File: config.mk
export PLATFORM = sky130hd
export DESIGN_NAME = pxb_crossbar
export DESIGN_NICKNAME = d
export VERILOG_FILES = /design/src/rtl/pxb_crossbar.v /design/src/rtl/pxb_alloc.v
export VERILOG_INCLUDE_DIRS = /design/src /design/src/rtl
export SDC_FILE = /design/constraint.sdc
export NUM_CORES = 2
export LEC_CHECK = 0
export BUFFER_PORTS_ARGS = -buffer_cell sky130_fd_sc_hd__buf_2
export CORE_MARGIN = 1
export CORE_UTILIZATION = 40
export CTS_CLUSTER_SIZE = 14
export DETAILED_ROUTE_END_ITERATION = 6
export SYNTH_ARGS = -nofsm -noshare
export SYNTH_HDL_FRONTEND = slang
export SYNTH_SLANG_ARGS = --single-unit
File: constraint.sdc
create_clock -name i_mclk -period 15.24 [get_ports i_mclk]
set_clock_uncertainty 0.1 [all_clocks]
set_input_delay 1.524 -clock i_mclk [delete_from_list [all_inputs] [get_ports i_mclk]]
set_output_delay 1.524 -clock i_mclk [all_outputs]
set_load 0.005 [all_outputs]
File: src/rtl/pxb_regs.vh
`ifndef PXB_REGS_VH
`define PXB_REGS_VH
// Register addresses on the special function register port.
`define PXB_ADDR_ROUTE_A   8'he1
`define PXB_ADDR_ROUTE_B   8'he2
`define PXB_ADDR_P0        8'h80
`define PXB_ADDR_P1        8'h90
`define PXB_ADDR_P2        8'ha0
`define PXB_ADDR_P3        8'hb0
`define PXB_ADDR_IN0       8'hf1
`define PXB_ADDR_IN1       8'hf2
`define PXB_ADDR_IN2       8'hf3
`define PXB_ADDR_IN3       8'hf4
`define PXB_ADDR_DRV0      8'ha4
`define PXB_ADDR_DRV1      8'ha5
`define PXB_ADDR_DRV2      8'ha6
`define PXB_ADDR_DRV3      8'ha7
`define PXB_ADDR_SKIP0     8'hd4
`define PXB_ADDR_SKIP1     8'hd5
`define PXB_ADDR_SKIP2     8'hd6
// Reset values.
`define PXB_RST_ROUTE      8'h00
`define PXB_RST_LATCH      8'hff
`define PXB_RST_INKIND     8'hff
`define PXB_RST_DRVKIND    8'h00
`define PXB_RST_SKIP       8'h00
// Field positions in route register A.
`define PXB_A_UART         0
`define PXB_A_SPI          1
`define PXB_A_TWOWIRE      2
`define PXB_A_SYSCLK       3
`define PXB_A_CMP0         4
`define PXB_A_CMP0A        5
`define PXB_A_CMP1         6
`define PXB_A_CMP1A        7
// Field positions in route register B.
`define PXB_B_CHAN_LO      0
`define PXB_B_CHAN_HI      2
`define PXB_B_COUNT        3
`define PXB_B_TIMER0       4
`define PXB_B_TIMER1       5
`define PXB_B_ENABLE       6
`define PXB_B_PULLDIS      7
// Crossbar geometry.
`define PXB_XPINS          20
`define PXB_NFUNC          16
`define PXB_UART_TX_PIN    4
`define PXB_UART_RX_PIN    5
`endif

File: src/rtl/pxb_crossbar.v
`timescale 1ns/10ps
`include "pxb_regs.vh"
// Functional notes
// - Enabled peripherals take lowest free pin, UART first.
// - UART transmit on P0.4, receive on P0.5.
// - Assigned and skipped pins are passed over.
// - Two-wire bus and UART take both pins.
// - Leftover pins act as general-purpose pins.
// - Slave select routed only in four-wire mode.
// - Analog pin: no pull-up, driver or receiver.
// - Input kind 1 digital, 0 analog; reset digital.
// - Two-wire pins always drive open-drain.
// - Pull-ups on open-drain pins unless disabled.
// - Pull-up off while pin drives low.
// - Router disabled turns off ports 0-2.3 drivers.
// - P2.4-P2.7 and P3.0 always general purpose.
// - Route register A enables eight peripheral groups.
// - Route B bit 7 pull-up disable, bit 6 enable.
// - Route B bits 5-3 route timer and count inputs.
// - Channel count field routes channels 0 to N-1.
// - Writes latch; ordinary reads return pin levels.
// - Read-modify-write reads the latch instead.
// - Port registers have byte and bit access.
// - Drive kind 0 open-drain, 1 push-pull.
module pxb_crossbar (
  input  wire        i_mclk,       // System clock.
  input  wire        i_rstn,       // Asynchronous reset, active low.
  input  wire [7:0]  i_sfr_addr,   // Register address.
  input  wire [7:0]  i_sfr_wdata,  // Write data.
  input  wire        i_sfr_wr,     // Byte write strobe.
  input  wire        i_sfr_bitwr,  // Single-bit write strobe.
  input  wire [2:0]  i_sfr_bitsel, // Bit number for single-bit access.
  input  wire        i_sfr_rmw,    // Read is part of read-modify-write.
  output reg  [7:0]  o_sfr_rdata,  // Read data.
  input  wire [1:0]  i_slave_select_mode, // Slave select mode field.
  input  wire [15:0] i_func_out,   // Peripheral outputs per slot.
  input  wire [15:0] i_func_oe,    // Peripheral output enables per slot.
  output reg  [15:0] o_func_in,    // Pad levels delivered to each slot.
  input  wire [24:0] i_pad_in,     // Pad levels.
  output reg  [24:0] o_pad_out,    // Pad output value.
  output reg  [24:0] o_pad_oe,     // Pad driver enable.
  output reg  [24:0] o_pad_pullup, // Weak pull-up enable.
  output reg  [24:0] o_pad_rxen,   // Digital receiver enable.
  output wire [79:0] o_func_pin    // Pin index chosen per slot, 31 none.
);
  // ****************************************
  // Register file
  // ****************************************
  reg [7:0]  route_a_q;
  reg [7:0]  route_b_q;
  reg [24:0] latch_q;
  reg [24:0] inkind_q;
  reg [24:0] drvkind_q;
  reg [19:0] skip_q;
  reg [24:0] pad_s1_q;
  reg [24:0] pad_s2_q;
  reg [24:0] pad_s3_q;
  reg [24:0] pad_q;
  // Maps an address to a port byte; 5 is none. Used by write and read.
  function [2:0] port_of;
    input [7:0] a;
    begin
      case (a)
        `PXB_ADDR_P0: port_of = 3'h0;
        `PXB_ADDR_P1: port_of = 3'h1;
        `PXB_ADDR_P2: port_of = 3'h2;
        `PXB_ADDR_P3: port_of = 3'h3;
        default:      port_of = 3'h5;
      endcase
    end
  endfunction
  // Places one byte into a 25-bit vector at the given port.
  function [24:0] put_byte;
    input [24:0] v;
    input [2:0]  port;
    input [7:0]  b;
    reg   [31:0] t;
    begin
      t = {7'h00, v};
      t[port*8 +: 8] = b;
      put_byte = t[24:0];
    end
  endfunction
  wire [2:0]  wport = port_of(i_sfr_addr);
  wire [31:0] latch_w = {7'h00, latch_q};
  wire [7:0]  latch_byte = (wport < 3'h4) ? latch_w[wport*8 +: 8] : 8'h00;
  reg  [7:0]  bit_merge;
  // Single-bit writes modify the latched byte, never the pin levels.
  always @* begin
    bit_merge = latch_byte;
    bit_merge[i_sfr_bitsel] = i_sfr_wdata[0];
  end
  // Registers are written by byte or by bit; ports store into latches.
  always @(posedge i_mclk or negedge i_rstn) begin
    if (!i_rstn) begin
      route_a_q <= `PXB_RST_ROUTE;
      route_b_q <= `PXB_RST_ROUTE;
      latch_q   <= {25{1'b1}};
      inkind_q  <= {25{1'b1}};
      drvkind_q <= {25{1'b0}};
      skip_q    <= {20{1'b0}};
    end else if (i_sfr_wr || i_sfr_bitwr) begin
      if (wport < 3'h4) begin
        latch_q <= put_byte(latch_q, wport,
                            i_sfr_bitwr ? bit_merge : i_sfr_wdata);
      end
      case (i_sfr_addr)
        `PXB_ADDR_ROUTE_A: route_a_q <= i_sfr_wdata;
        `PXB_ADDR_ROUTE_B: route_b_q <= i_sfr_wdata;
        `PXB_ADDR_IN0:     inkind_q[7:0]   <= i_sfr_wdata;
        `PXB_ADDR_IN1:     inkind_q[15:8]  <= i_sfr_wdata;
        `PXB_ADDR_IN2:     inkind_q[23:16] <= i_sfr_wdata;
        `PXB_ADDR_IN3:     inkind_q[24]    <= i_sfr_wdata[0];
        `PXB_ADDR_DRV0:    drvkind_q[7:0]   <= i_sfr_wdata;
        `PXB_ADDR_DRV1:    drvkind_q[15:8]  <= i_sfr_wdata;
        `PXB_ADDR_DRV2:    drvkind_q[23:16] <= i_sfr_wdata;
        `PXB_ADDR_DRV3:    drvkind_q[24]    <= i_sfr_wdata[0];
        `PXB_ADDR_SKIP0:   skip_q[7:0]   <= i_sfr_wdata;
        `PXB_ADDR_SKIP1:   skip_q[15:8]  <= i_sfr_wdata;
        `PXB_ADDR_SKIP2:   skip_q[19:16] <= i_sfr_wdata[3:0];
        default:           route_a_q <= route_a_q;
      endcase
    end
  end

  // ****************************************
  // Pad input synchronisers
  // ****************************************
  // Three stages; a change is accepted once stages two and three agree.
  always @(posedge i_mclk or negedge i_rstn) begin
    if (!i_rstn) begin
      pad_s1_q <= {25{1'b1}};
      pad_s2_q <= {25{1'b1}};
      pad_s3_q <= {25{1'b1}};
      pad_q    <= {25{1'b1}};
    end else begin
      pad_s1_q <= i_pad_in;
      pad_s2_q <= pad_s1_q;
      pad_s3_q <= pad_s2_q;
      pad_q    <= (pad_s2_q & pad_s3_q) | (pad_q & (pad_s2_q | pad_s3_q));
    end
  end
  // Analog pins have their receiver off and read as zero.
  wire [24:0] pin_read = pad_q & inkind_q;
  wire [31:0] pin_w    = {7'h00, pin_read};
  // Ordinary reads return pins; read-modify-write returns the latch.
  always @* begin
    case (i_sfr_addr)
      `PXB_ADDR_ROUTE_A: o_sfr_rdata = route_a_q;
      `PXB_ADDR_ROUTE_B: o_sfr_rdata = route_b_q;
      `PXB_ADDR_IN0:     o_sfr_rdata = inkind_q[7:0];
      `PXB_ADDR_IN1:     o_sfr_rdata = inkind_q[15:8];
      `PXB_ADDR_IN2:     o_sfr_rdata = inkind_q[23:16];
      `PXB_ADDR_IN3:     o_sfr_rdata = {7'h00, inkind_q[24]};
      `PXB_ADDR_DRV0:    o_sfr_rdata = drvkind_q[7:0];
      `PXB_ADDR_DRV1:    o_sfr_rdata = drvkind_q[15:8];
      `PXB_ADDR_DRV2:    o_sfr_rdata = drvkind_q[23:16];
      `PXB_ADDR_DRV3:    o_sfr_rdata = {7'h00, drvkind_q[24]};
      `PXB_ADDR_SKIP0:   o_sfr_rdata = skip_q[7:0];
      `PXB_ADDR_SKIP1:   o_sfr_rdata = skip_q[15:8];
      `PXB_ADDR_SKIP2:   o_sfr_rdata = {4'h0, skip_q[19:16]};
      default: begin
        if (wport < 3'h4) begin
          o_sfr_rdata = i_sfr_rmw ? latch_byte : pin_w[wport*8 +: 8];
        end else begin
          o_sfr_rdata = 8'h00;
        end
      end
    endcase
  end

  // ****************************************
  // Priority allocation
  // ****************************************
  // Slots: 0 uart tx, 1 uart rx, 2 sck, 3 miso, 4 mosi, 5 nss, 6 sda, 7 scl,
  // 8 sysclk, 9 cmp0, 10 cmp0 async, 11 cmp1, 12 cmp1 async, 13 t0, 14 t1,
  // 15 count input. Channel slots follow the fixed slots in a second pass.
  wire       en   = route_b_q[`PXB_B_ENABLE];
  wire       uart = route_a_q[`PXB_A_UART];
  wire       spi  = route_a_q[`PXB_A_SPI];
  wire       twi  = route_a_q[`PXB_A_TWOWIRE];
  wire [2:0] chan = route_b_q[`PXB_B_CHAN_HI:`PXB_B_CHAN_LO];
  // Reserved channel codes route nothing.
  wire [2:0] nchan = (chan > 3'h5) ? 3'h0 : chan;
  wire [15:0] req;
  assign req[1:0]   = 2'b00;                             // UART placed directly.
  assign req[4:2]   = {3{spi}};
  assign req[5]     = spi & (i_slave_select_mode != 2'b00);
  assign req[7:6]   = {2{twi}};
  assign req[8]     = route_a_q[`PXB_A_SYSCLK];
  assign req[9]     = route_a_q[`PXB_A_CMP0];
  assign req[10]    = route_a_q[`PXB_A_CMP0A];
  assign req[11]    = route_a_q[`PXB_A_CMP1];
  assign req[12]    = route_a_q[`PXB_A_CMP1A];
  assign req[13]    = route_b_q[`PXB_B_TIMER0];
  assign req[14]    = route_b_q[`PXB_B_TIMER1];
  assign req[15]    = 1'b0;
  // UART pins are fixed and taken out of the pool before the walk.
  wire [19:0] uart_pins = {14'h0000, uart, uart, 4'h0};
  wire [19:0] taken = skip_q | uart_pins;
  wire [79:0] slot;
  pxb_alloc u_alloc (
    .i_req   (req),
    .i_taken (taken),
    .o_slot  (slot)
  );
  // Count input and channels come after in priority; a second pass with
  // everything the first pass used removed.
  reg  [19:0] used1;
  integer     k;
  always @* begin
    used1 = taken;
    for (k = 2; k < 15; k = k + 1) begin
      if (req[k]) begin
        used1[slot[k*5 +: 5]] = 1'b1;
      end
    end
  end
  wire [15:0] req2 = {10'h000, nchan > 3'h4, nchan > 3'h3, nchan > 3'h2,
                      nchan > 3'h1, nchan > 3'h0, route_b_q[`PXB_B_COUNT]};
  wire [79:0] slot2;
  pxb_alloc u_alloc2 (
    .i_req   (req2),
    .i_taken (used1),
    .o_slot  (slot2)
  );
  // Slot table out: count input in slot 15; channel pins stay in slot2, not reported.
  assign o_func_pin = {slot2[4:0], slot[74:10],
                       uart ? 5'd5 : 5'd31, uart ? 5'd4 : 5'd31};

  // ****************************************
  // Pad control
  // ****************************************
  reg [19:0] owned;
  reg [19:0] fout;
  reg [19:0] foe;
  reg [19:0] opendr;
  reg [4:0]  pn;
  integer    j;
  // Gather which pins a peripheral drives; channels reuse the i_func_out bits of slots 0-4.
  always @* begin
    owned  = uart_pins;
    fout   = 20'h00000;
    foe    = 20'h00000;
    opendr = 20'h00000;
    o_func_in = 16'h0000;
    fout[`PXB_UART_TX_PIN] = i_func_out[0];
    foe[`PXB_UART_TX_PIN]  = uart & i_func_oe[0];
    o_func_in[1] = pad_q[`PXB_UART_RX_PIN];
    for (j = 2; j < 15; j = j + 1) begin
      pn = slot[j*5 +: 5];
      if (req[j]) begin
        owned[pn]    = 1'b1;
        fout[pn]     = i_func_out[j];
        foe[pn]      = i_func_oe[j];
        opendr[pn]   = (j == 6) || (j == 7);
        o_func_in[j] = pad_q[pn];
      end
    end
    for (j = 0; j < 6; j = j + 1) begin
      pn = slot2[j*5 +: 5];
      if (req2[j]) begin
        owned[pn] = 1'b1;
        if (j == 0) begin
          o_func_in[15] = pad_q[pn];
        end else begin
          fout[pn] = i_func_out[j - 1];
          foe[pn]  = 1'b1;
        end
      end
    end
  end
  // Per-pin driver, pull-up and receiver decisions.
  genvar g;
  generate
    for (g = 0; g < 25; g = g + 1) begin : g_pad
      wire xpin  = (g < `PXB_XPINS);
      wire dig   = inkind_q[g];
      wire mine  = xpin && en && owned[g];
      wire val   = mine ? fout[g] : latch_q[g];
      wire drive = mine ? foe[g] : 1'b1;
      wire pp    = drvkind_q[g] && !(mine && opendr[g]);
      wire live  = dig && (!xpin || en);
      always @* begin
        o_pad_out[g]    = val;
        // Open-drain pins drive only the low level.
        o_pad_oe[g]     = live && drive && (pp || !val);
        // Pull-up only on open-drain, enabled, not driving low.
        o_pad_pullup[g] = dig && !pp && !route_b_q[`PXB_B_PULLDIS]
                          && !(o_pad_oe[g] && !val);
        o_pad_rxen[g]   = dig;
      end
    end
  endgenerate
endmodule // pxb_crossbar

File: src/rtl/pxb_alloc.v
`timescale 1ns/10ps
`include "pxb_regs.vh"
// Priority allocator: each requested slot takes the lowest pin that is free.
module pxb_alloc (
  input  wire [15:0] i_req,    // Slot requests in priority order, bit 0 first.
  input  wire [19:0] i_taken,  // Pins skipped or already fixed.
  output reg  [79:0] o_slot    // Pin index per slot, 5 bits each, 31 when none.
);
  integer s;
  integer p;
  reg [19:0] used;
  reg        found;
  // Walk the slots in order, each scanning for the lowest unused pin.
  always @* begin
    used   = i_taken;
    o_slot = {80{1'b1}};
    for (s = 0; s < `PXB_NFUNC; s = s + 1) begin
      found = 1'b0;
      for (p = 0; p < `PXB_XPINS; p = p + 1) begin
        if (i_req[s] && !found && !used[p]) begin
          found            = 1'b1;
          used[p]          = 1'b1;
          o_slot[s*5 +: 5] = p[4:0];
        end
      end
    end
  end
endmodule // pxb_alloc

# [Word-level counts from Yosys, hierarchy flattened]
# Cells that the tools add are included.
# Widths: inputs -> output; s select.
[classes] reduce_logical=1864 order_cmp=47 n_shift=4 n_mux=1322 bitwise_logic=60 addsub=1 eq_ne=17
[op_table] op="$mux 5" count=382
[op_table] op="$mux 20" count=77
[op_table] op="$logic_and 1x1->1" count=986
[op_table] op="$logic_not 1->1" count=837
[op_table] op="$mux 1" count=789
[op_table] op="$or 20x20->20" count=37
[op_table] op="$bwmux 20" count=31
[op_table] op="$and 20x20->20" count=7
[op_table] op="$not 20->20" count=7
[op_table] op="$eq 8x8->1 const B" count=17
[op_table] op="$lt 5x6->1 const B" count=19
[op_table] op="$pmux 8 s13" count=1
[op_table] op="$demux 1 s5" count=19
[op_table] op="$ge 5x1->1 const B" count=19
[op_table] op="$and 25x25->25" count=3
[op_table] op="$bmux 1 s5" count=14
[op_table] op="$shiftx 32x7->8" count=2
[op_table] op="$or 25x25->25" count=2
[op_table] op="$neg 6->34" count=1
[op_table] op="$shift 8x34->32 const A" count=1
[op_table] op="$shiftx 8x34->32" count=1
[op_table] op="$bwmux 32" count=1
[op_table] op="$mux 8" count=4
[op_table] op="$reduce_and 2->1" count=14
[op_table] op="15 further kinds" count=44
[totals] inputBits=83 wordCells=3333 regBits=211

# [Depth between registers and ports, before layout]
[depth] depth_word=231 mapped_depth=38 depth_no_buf=27

# [Cells and area by module]
# From an unflattened synthesis, not the netlist that was laid out.
[unflattened] hier_cells=7186 area_unflattened_um2=49927.9
[modules_own_cells] mod="pxb_crossbar" cells_per_inst=3426 area_per_inst_um2=26684.3 seq_area_each_um2=5467.7 instances=1
[modules_own_cells] mod="pxb_alloc at u_alloc2" cells_per_inst=1890 area_per_inst_um2=11656.2 seq_area_each_um2=0.0 instances=1
[modules_own_cells] mod="pxb_alloc at u_alloc" cells_per_inst=1870 area_per_inst_um2=11587.4 seq_area_each_um2=0.0 instances=1

# [Worst setup path after synthesis]
# OpenSTA, ideal clock, no wires.
[synth_path] path_kind="in2out" from="input port i_slave_select_mode[1]" to="output port o_pad_out[19]" stages=30 setup_slack_ps=4959 arrival_time_ps=8657 required_time_ps=13616 path_cell_list="o21a_1 > o21ai_2 > buf_2 > a211oi_1 > o211ai_1 > o311ai_4 > o21a_2 > o2111ai_1 > or4_4 > o221a_4 > o32a_1 > o21a_1 > o31a_1 > or2_0 > buf_6 > nand2_2 > a21oi_2 > and3_4 > a311o_1 > or3_1 > or3_1 > buf_2 > or3_1 > buf_6 > o221a_1 > a311o_1 > a211o_1 > nand2_1 > mux2_2 > buf_4"
[synth_via] elab_chain_len=215 elab_cells_between_ends=2298 classes_between="order compare: 32; mux: 993; bitwise: 27; reduce/logical: 1246"
[synth_rtl] element="from (decl)" line_no="pxb_crossbar.v:35" text="input wire [1:0] i_slave_select_mode,"
[synth_rtl] element="$reduce_bool 2->1 (*)" line_no="pxb_crossbar.v:188" text="assign req[5] = spi & (i_slave_select_mode != 2'b00);"
[synth_rtl] element="$and 1x1->1 (*)" line_no="pxb_crossbar.v:188"
[synth_rtl] element="$logic_and 1x1->1" line_no="pxb_alloc.v:20" text="if (i_req[s] && !found && !used[p]) begin"
[synth_rtl] element="$mux 1" line_no="pxb_alloc.v:20"
[synth_rtl] element="$logic_not 1->1" line_no="pxb_alloc.v:20"
[synth_rtl] element="$logic_and 1x1->1" line_no="pxb_alloc.v:20"
[synth_rtl] element="$logic_and 1x1->1 or $mux 1 (tied branches)" line_no="pxb_alloc.v:20"
[synth_rtl] element="$mux 1 or $logic_not 1->1 (tied branches)" line_no="pxb_alloc.v:20"
[synth_rtl] element="(+199 left out)"
[synth_rtl] element="$lt 5x6->1 (not written as such) or $ge 5x1->1 (tied branches)" line_no="pxb_crossbar.v:263, pxb_crossbar.v:267"
[synth_rtl] element="$logic_and 1x1->1 (not written as such)" line_no="pxb_crossbar.v:263, pxb_crossbar.v:267"
[synth_rtl] element="$mux 1 (not written as such)" line_no="pxb_crossbar.v:263, pxb_crossbar.v:267"
[synth_rtl] element="$demux 1 s5" line_no="pxb_crossbar.v:263, pxb_crossbar.v:267"
[synth_rtl] element="$or 20x20->20 (no source line)"
[synth_rtl] element="$mux 20" line_no="pxb_crossbar.v:262" text="if (req2[j]) begin"
[synth_rtl] element="$logic_and 1x1->1" line_no="pxb_crossbar.v:279" text="wire mine = xpin && en && owned[g];"
[synth_rtl] element="$mux 1 (*)" line_no="pxb_crossbar.v:280" text="wire val = mine ? fout[g] : latch_q[g];"
[synth_rtl] element="to (decl)" line_no="pxb_crossbar.v:40" text="output reg [24:0] o_pad_out,"
# Every way passes the cells marked *; elsewhere a longest branch is shown, timed or not.

# [Final worst setup path]
[layout_path] from="register skip_q[3]" to="output port o_pad_pullup[4]"
[layout_via] elab_chain_len=219 elab_cells_between_ends=2549 classes_between="order compare: 38; mux: 1115; bitwise: 53; reduce/logical: 1343"
[layout_rtl] element="from (decl)" line_no="pxb_crossbar.v:54" text="reg [19:0] skip_q;"
[layout_rtl] element="from (signal assigned)" line_no="pxb_crossbar.v:101" text="skip_q <= {20{1'b0}};"
[layout_rtl] element="from (signal assigned)" line_no="pxb_crossbar.v:118" text="`PXB_ADDR_SKIP0: skip_q[7:0] <= i_sfr_wdata;"
[layout_rtl] element="$or 20x6->20 (*)" line_no="pxb_crossbar.v:200" text="wire [19:0] taken = skip_q | uart_pins;"
[layout_rtl] element="$logic_not 1->1"
[layout_rtl] element="$logic_and 1x1->1" line_no="pxb_alloc.v:20"
[layout_rtl] element="$mux 1" line_no="pxb_alloc.v:20"
[layout_rtl] element="$logic_not 1->1" line_no="pxb_alloc.v:20"
[layout_rtl] element="$logic_and 1x1->1" line_no="pxb_alloc.v:20"
[layout_rtl] element="$logic_and 1x1->1 or $mux 1 (tied branches)" line_no="pxb_alloc.v:20"
[layout_rtl] element="$mux 1 or $logic_not 1->1 (tied branches)" line_no="pxb_alloc.v:20"
[layout_rtl] element="(+203 left out)"
[layout_rtl] element="$logic_and 1x1->1" line_no="pxb_crossbar.v:282" text="wire pp = drvkind_q[g] && !(mine && opendr[g]);"
[layout_rtl] element="$logic_not 1->1" line_no="pxb_crossbar.v:282"
[layout_rtl] element="$logic_and 1x1->1" line_no="pxb_crossbar.v:282"
[layout_rtl] element="$logic_or 1x1->1" line_no="pxb_crossbar.v:287" text="o_pad_oe[g] = live && drive && (pp || !val);"
[layout_rtl] element="$logic_and 1x1->1" line_no="pxb_crossbar.v:287"
[layout_rtl] element="$logic_and 1x1->1" line_no="pxb_crossbar.v:290" text="&& !(o_pad_oe[g] && !val);"
[layout_rtl] element="$logic_not 1->1" line_no="pxb_crossbar.v:290"
[layout_rtl] element="$logic_and 1x1->1 (*)" line_no="pxb_crossbar.v:289" text="o_pad_pullup[g] = dig && !pp && !route_b_q[`PXB_B_PULLDIS]"
[layout_rtl] element="to (decl)" line_no="pxb_crossbar.v:42" text="output reg [24:0] o_pad_pullup,"
# Marked as above.

==> results.toml <==
[yosys]
syn_area_per_cell_um2 = 7.043
synth.mux.area_fraction_pct = 8.736
post_synth_xor_area_fraction_pct = 0.7038
synth_edf_count = 0
synth_compound_area_share_pct = 39.72
ys_warn_count = 0
ys_seq_elements = 211
synth-adder-area-share_pct = 1.597
synth_top_family_by_area = "compound AO/OA/AOI/OAI gates"
syn_area_um2 = 32350
synth_simple_gate_area_share_pct = 26.13
synth-async-reset-ratio_pct = 100.0
ys_types = 127
ys.flop_type = "dfstp_2"
yosysSeqAreaShare_pct = 16.90
synthCells = 4594

[status]
status = "complete, but fails checks"
violations = "design-rule violations, max-capacitance violations, max-slew violations"

[flow_run]
drv_cap = 1

[sta]
period_share_pct = 93.82
setup_viol = 0
rsz0062_at_grt = "false"
holdWs_ps = 245.5
maxSlewViolCount = 4
tns_ps = 0
fin_ws_ps = 941.4
slew_headroom_pct = -6.315
layout_min_cycle_time_ps = 14300
worst_pin_slew_ps = 1581
timing.fmax_mhz = 69.94
hold_viol_final = 0

[pwr]
vdd.ir_drop.worst_mv = 0.1318
pwr_density_cell_nw_per_um2 = 60.08
power.leakage_nw = 13.73

[clock_tree]
cts.sinks = 211
clock_latency_ps = 530
htree_levels = 1
cts_buffers = 23
cts_hold_buf = 0
post_cts.repair.setup_buffers = 0
cts_resized = 0
clk_pin_slew_ps = 60
cts_tree = "built"
clk_path_buf_depth = 3
cts_root_buf = "clkbuf_16"

[place]
numPortBuffers = 279
post-place-ws_ps = 1903
dp.cells = 5678
hpwl_um = 145200
gp_congestion = 1.075

[floorplan]
core-area_um2 = 79520
fp-row-count = 103
num_io_pins = 287
chipWidth_um = 286.4
start_util_pct = 40.69
dieHeight_um = 286.4
dieArea_um2 = 82030

[global_route]
grt_pass1_vias = 36540
grt_max_degree = 90
grt_pass1_wl_um = 260500
grt_usage_pct = 42.82
antenna_found_initial = 13
overflow = 0

[layout]
instances_no_fill = 5736
fin_nets = 4743
utilization_pct = 44.10
synthToLayoutAreaGrowth_pct = 8.388
drive_gt1_share_pct = 18.95
layout_commonest_cell = "nand2_1"
final_cell_mix = "520 x nand2_1, 506 x nor2_1, 416 x a21oi_1, 306 x o21ai_0, 278 x buf_2"

[worst_setup_path]
crit_required_ps = 13620
cpLargestDelayFamily = "compound AO/OA/AOI/OAI gates"
crit_type = "flop to primary output"
arrival_ps = 12670
rrSetupSlack_ps = 13220
r2r_end = "latch_q[12]"
crit_top_cell = "o21ai_0"
cpPeakStageDelay_ps = 1070
rr_worst_depth = 7
endpoint_kind = "primary output"
crit_fanout = 17
cp_slowest_cell = "dfrtp_1"
r2r_start = "latch_q[20]"
critPathBufInv = 2
startpoint_type = "flop"

[hold_path]
holdPathStages = 0
hold_class = "flop to flop"
hold_start = "pad_s1_q[24]"
hold_end = "pad_s2_q[24]"

[routing]
drc = 10
vias = 41320
wl_um = 183900
viasPerCell = 7.204
drtIter0Drc = 6783
first_pass_iters = 7
post_drt_wl_per_cell_um = 32.07
ant_nets = 0
[worst max-delay path by stage]
stage | start | endpoint | slack [ps] | depth (start not counted)
6_report | skip_q[3] | o_pad_pullup[4] | 940 | 27
4_1_cts | skip_q[3] | o_pad_pullup[4] | 1550 | 27
3_5_place_dp | i_slave_select_mode[1] | o_pad_pullup[4] | 1900 | 27
5_1_grt | skip_q[3] | o_pad_pullup[4] | 610 | 27
3_3_place_gp | i_slave_select_mode[1] | o_pad_pullup[3] | 2010 | 26
2_1_floorplan | i_slave_select_mode[1] | o_pad_out[19] | 4960 | 30
[logic make-up after synthesis]
group / after synthesis
AOI/OAI and AO/OA: 1802
xor gates and xnor gates: 26
adders and majority gates: 50
buffers and inverters: 450
DFF: 211
muxes: 263
other: 2
and+or+nand+nor: 1790
[routing by layer]
| metal | track usage [%] | routed length, µm | up-vias |
|---|---|---|---|
| li1 | - | - | 17900 |
| met3 | 12.10 | 24550 | 521 |
| met2 | 61.45 | 73940 | 2955 |
| met5 | 0 | 68 | - |
| met1 | 57.06 | 72070 | 19940 |
| met4 | 24.44 | 13320 | 10 |
[cells in the mapped netlist, types with 30 or more instances]
library cell | instances | share of area (%)
nand2_1 | 520 | 6.0
nor2_1 | 506 | 5.9
a21oi_1 | 416 | 6.4
o21ai_0 | 306 | 4.7
clkbuf_1 | 226 | 2.6
nor3_1 | 181 | 2.8
nand3_1 | 167 | 2.6
dfstp_2 | 150 | 12
mux2_2 | 145 | 5.0
mux2i_1 | 117 | 3.6
a211oi_1 | 103 | 2.4
inv_1 | 100 | 1.2
o211ai_1 | 97 | 2.3
a31oi_1 | 74 | 1.4
dfrtp_1 | 61 | 4.7
a221oi_1 | 57 | 1.5
buf_2 | 54 | 0.84
and3_1 | 52 | 1.0
a22oi_1 | 49 | 1.1
nor4_1 | 48 | 0.93
and2_1 | 46 | 0.89
o31ai_1 | 46 | 1.1
buf_4 | 43 | 1.0
maj3_1 | 43 | 1.3
nor2b_1 | 43 | 0.83
o21ai_1 | 42 | 0.65
o22ai_1 | 41 | 0.79
or3_1 | 41 | 0.79
nand4_1 | 40 | 0.77
o21a_1 | 39 | 0.90
a221o_1 | 36 | 1.1
a2111oi_0 | 34 | 0.92
a21o_1 | 34 | 0.79
nand2b_1 | 30 | 0.58
[where the power goes]
group	total [mW]	internal (mW)	switching (mW)	leakage, nW
Clock	0.581	0.318	0.263	0.365
Sequential	0.714	0.613	0.101	2.40
Combinational	0.812	0.243	0.570	11.0
[registers in the layout, summed over array words and instances (netlist names), 20 cells and up]
register / count
pad_q: 25
latch_q: 25
pad_s1_q: 25
pad_s2_q: 25
skip_q: 20
pad_s3_q: 25
drvkind_q: 25
o_pad_rxen: 25
[final cells by class]
cell class	instances	area (µm²)
Clock buffer	33	644.4
Tap cell	1050	1314
Timing Repair Buffer	379	2155
Inverter	104	390.4
Multi-Input combinational cell	3935	24950
Sequential cell	211	5472
Antenna cell	15	37.54
Fill cell	8381	44450
Clock inverter	9	101.3
[per-stage QoR]
| stage | power (mW) | cell area (µm²) |
|---|---|---|
| after floorplan | 1.148 | 32360 |
| final | 2.107 | 35070 |
| after CTS | 2.066 | 35020 |
| after global placement | 1.480 | 34280 |
| after global routing | 2.169 | 35030 |
| after detailed placement | 1.487 | 34280 |
Note: power is estimated with default switching activity, not from simulation.
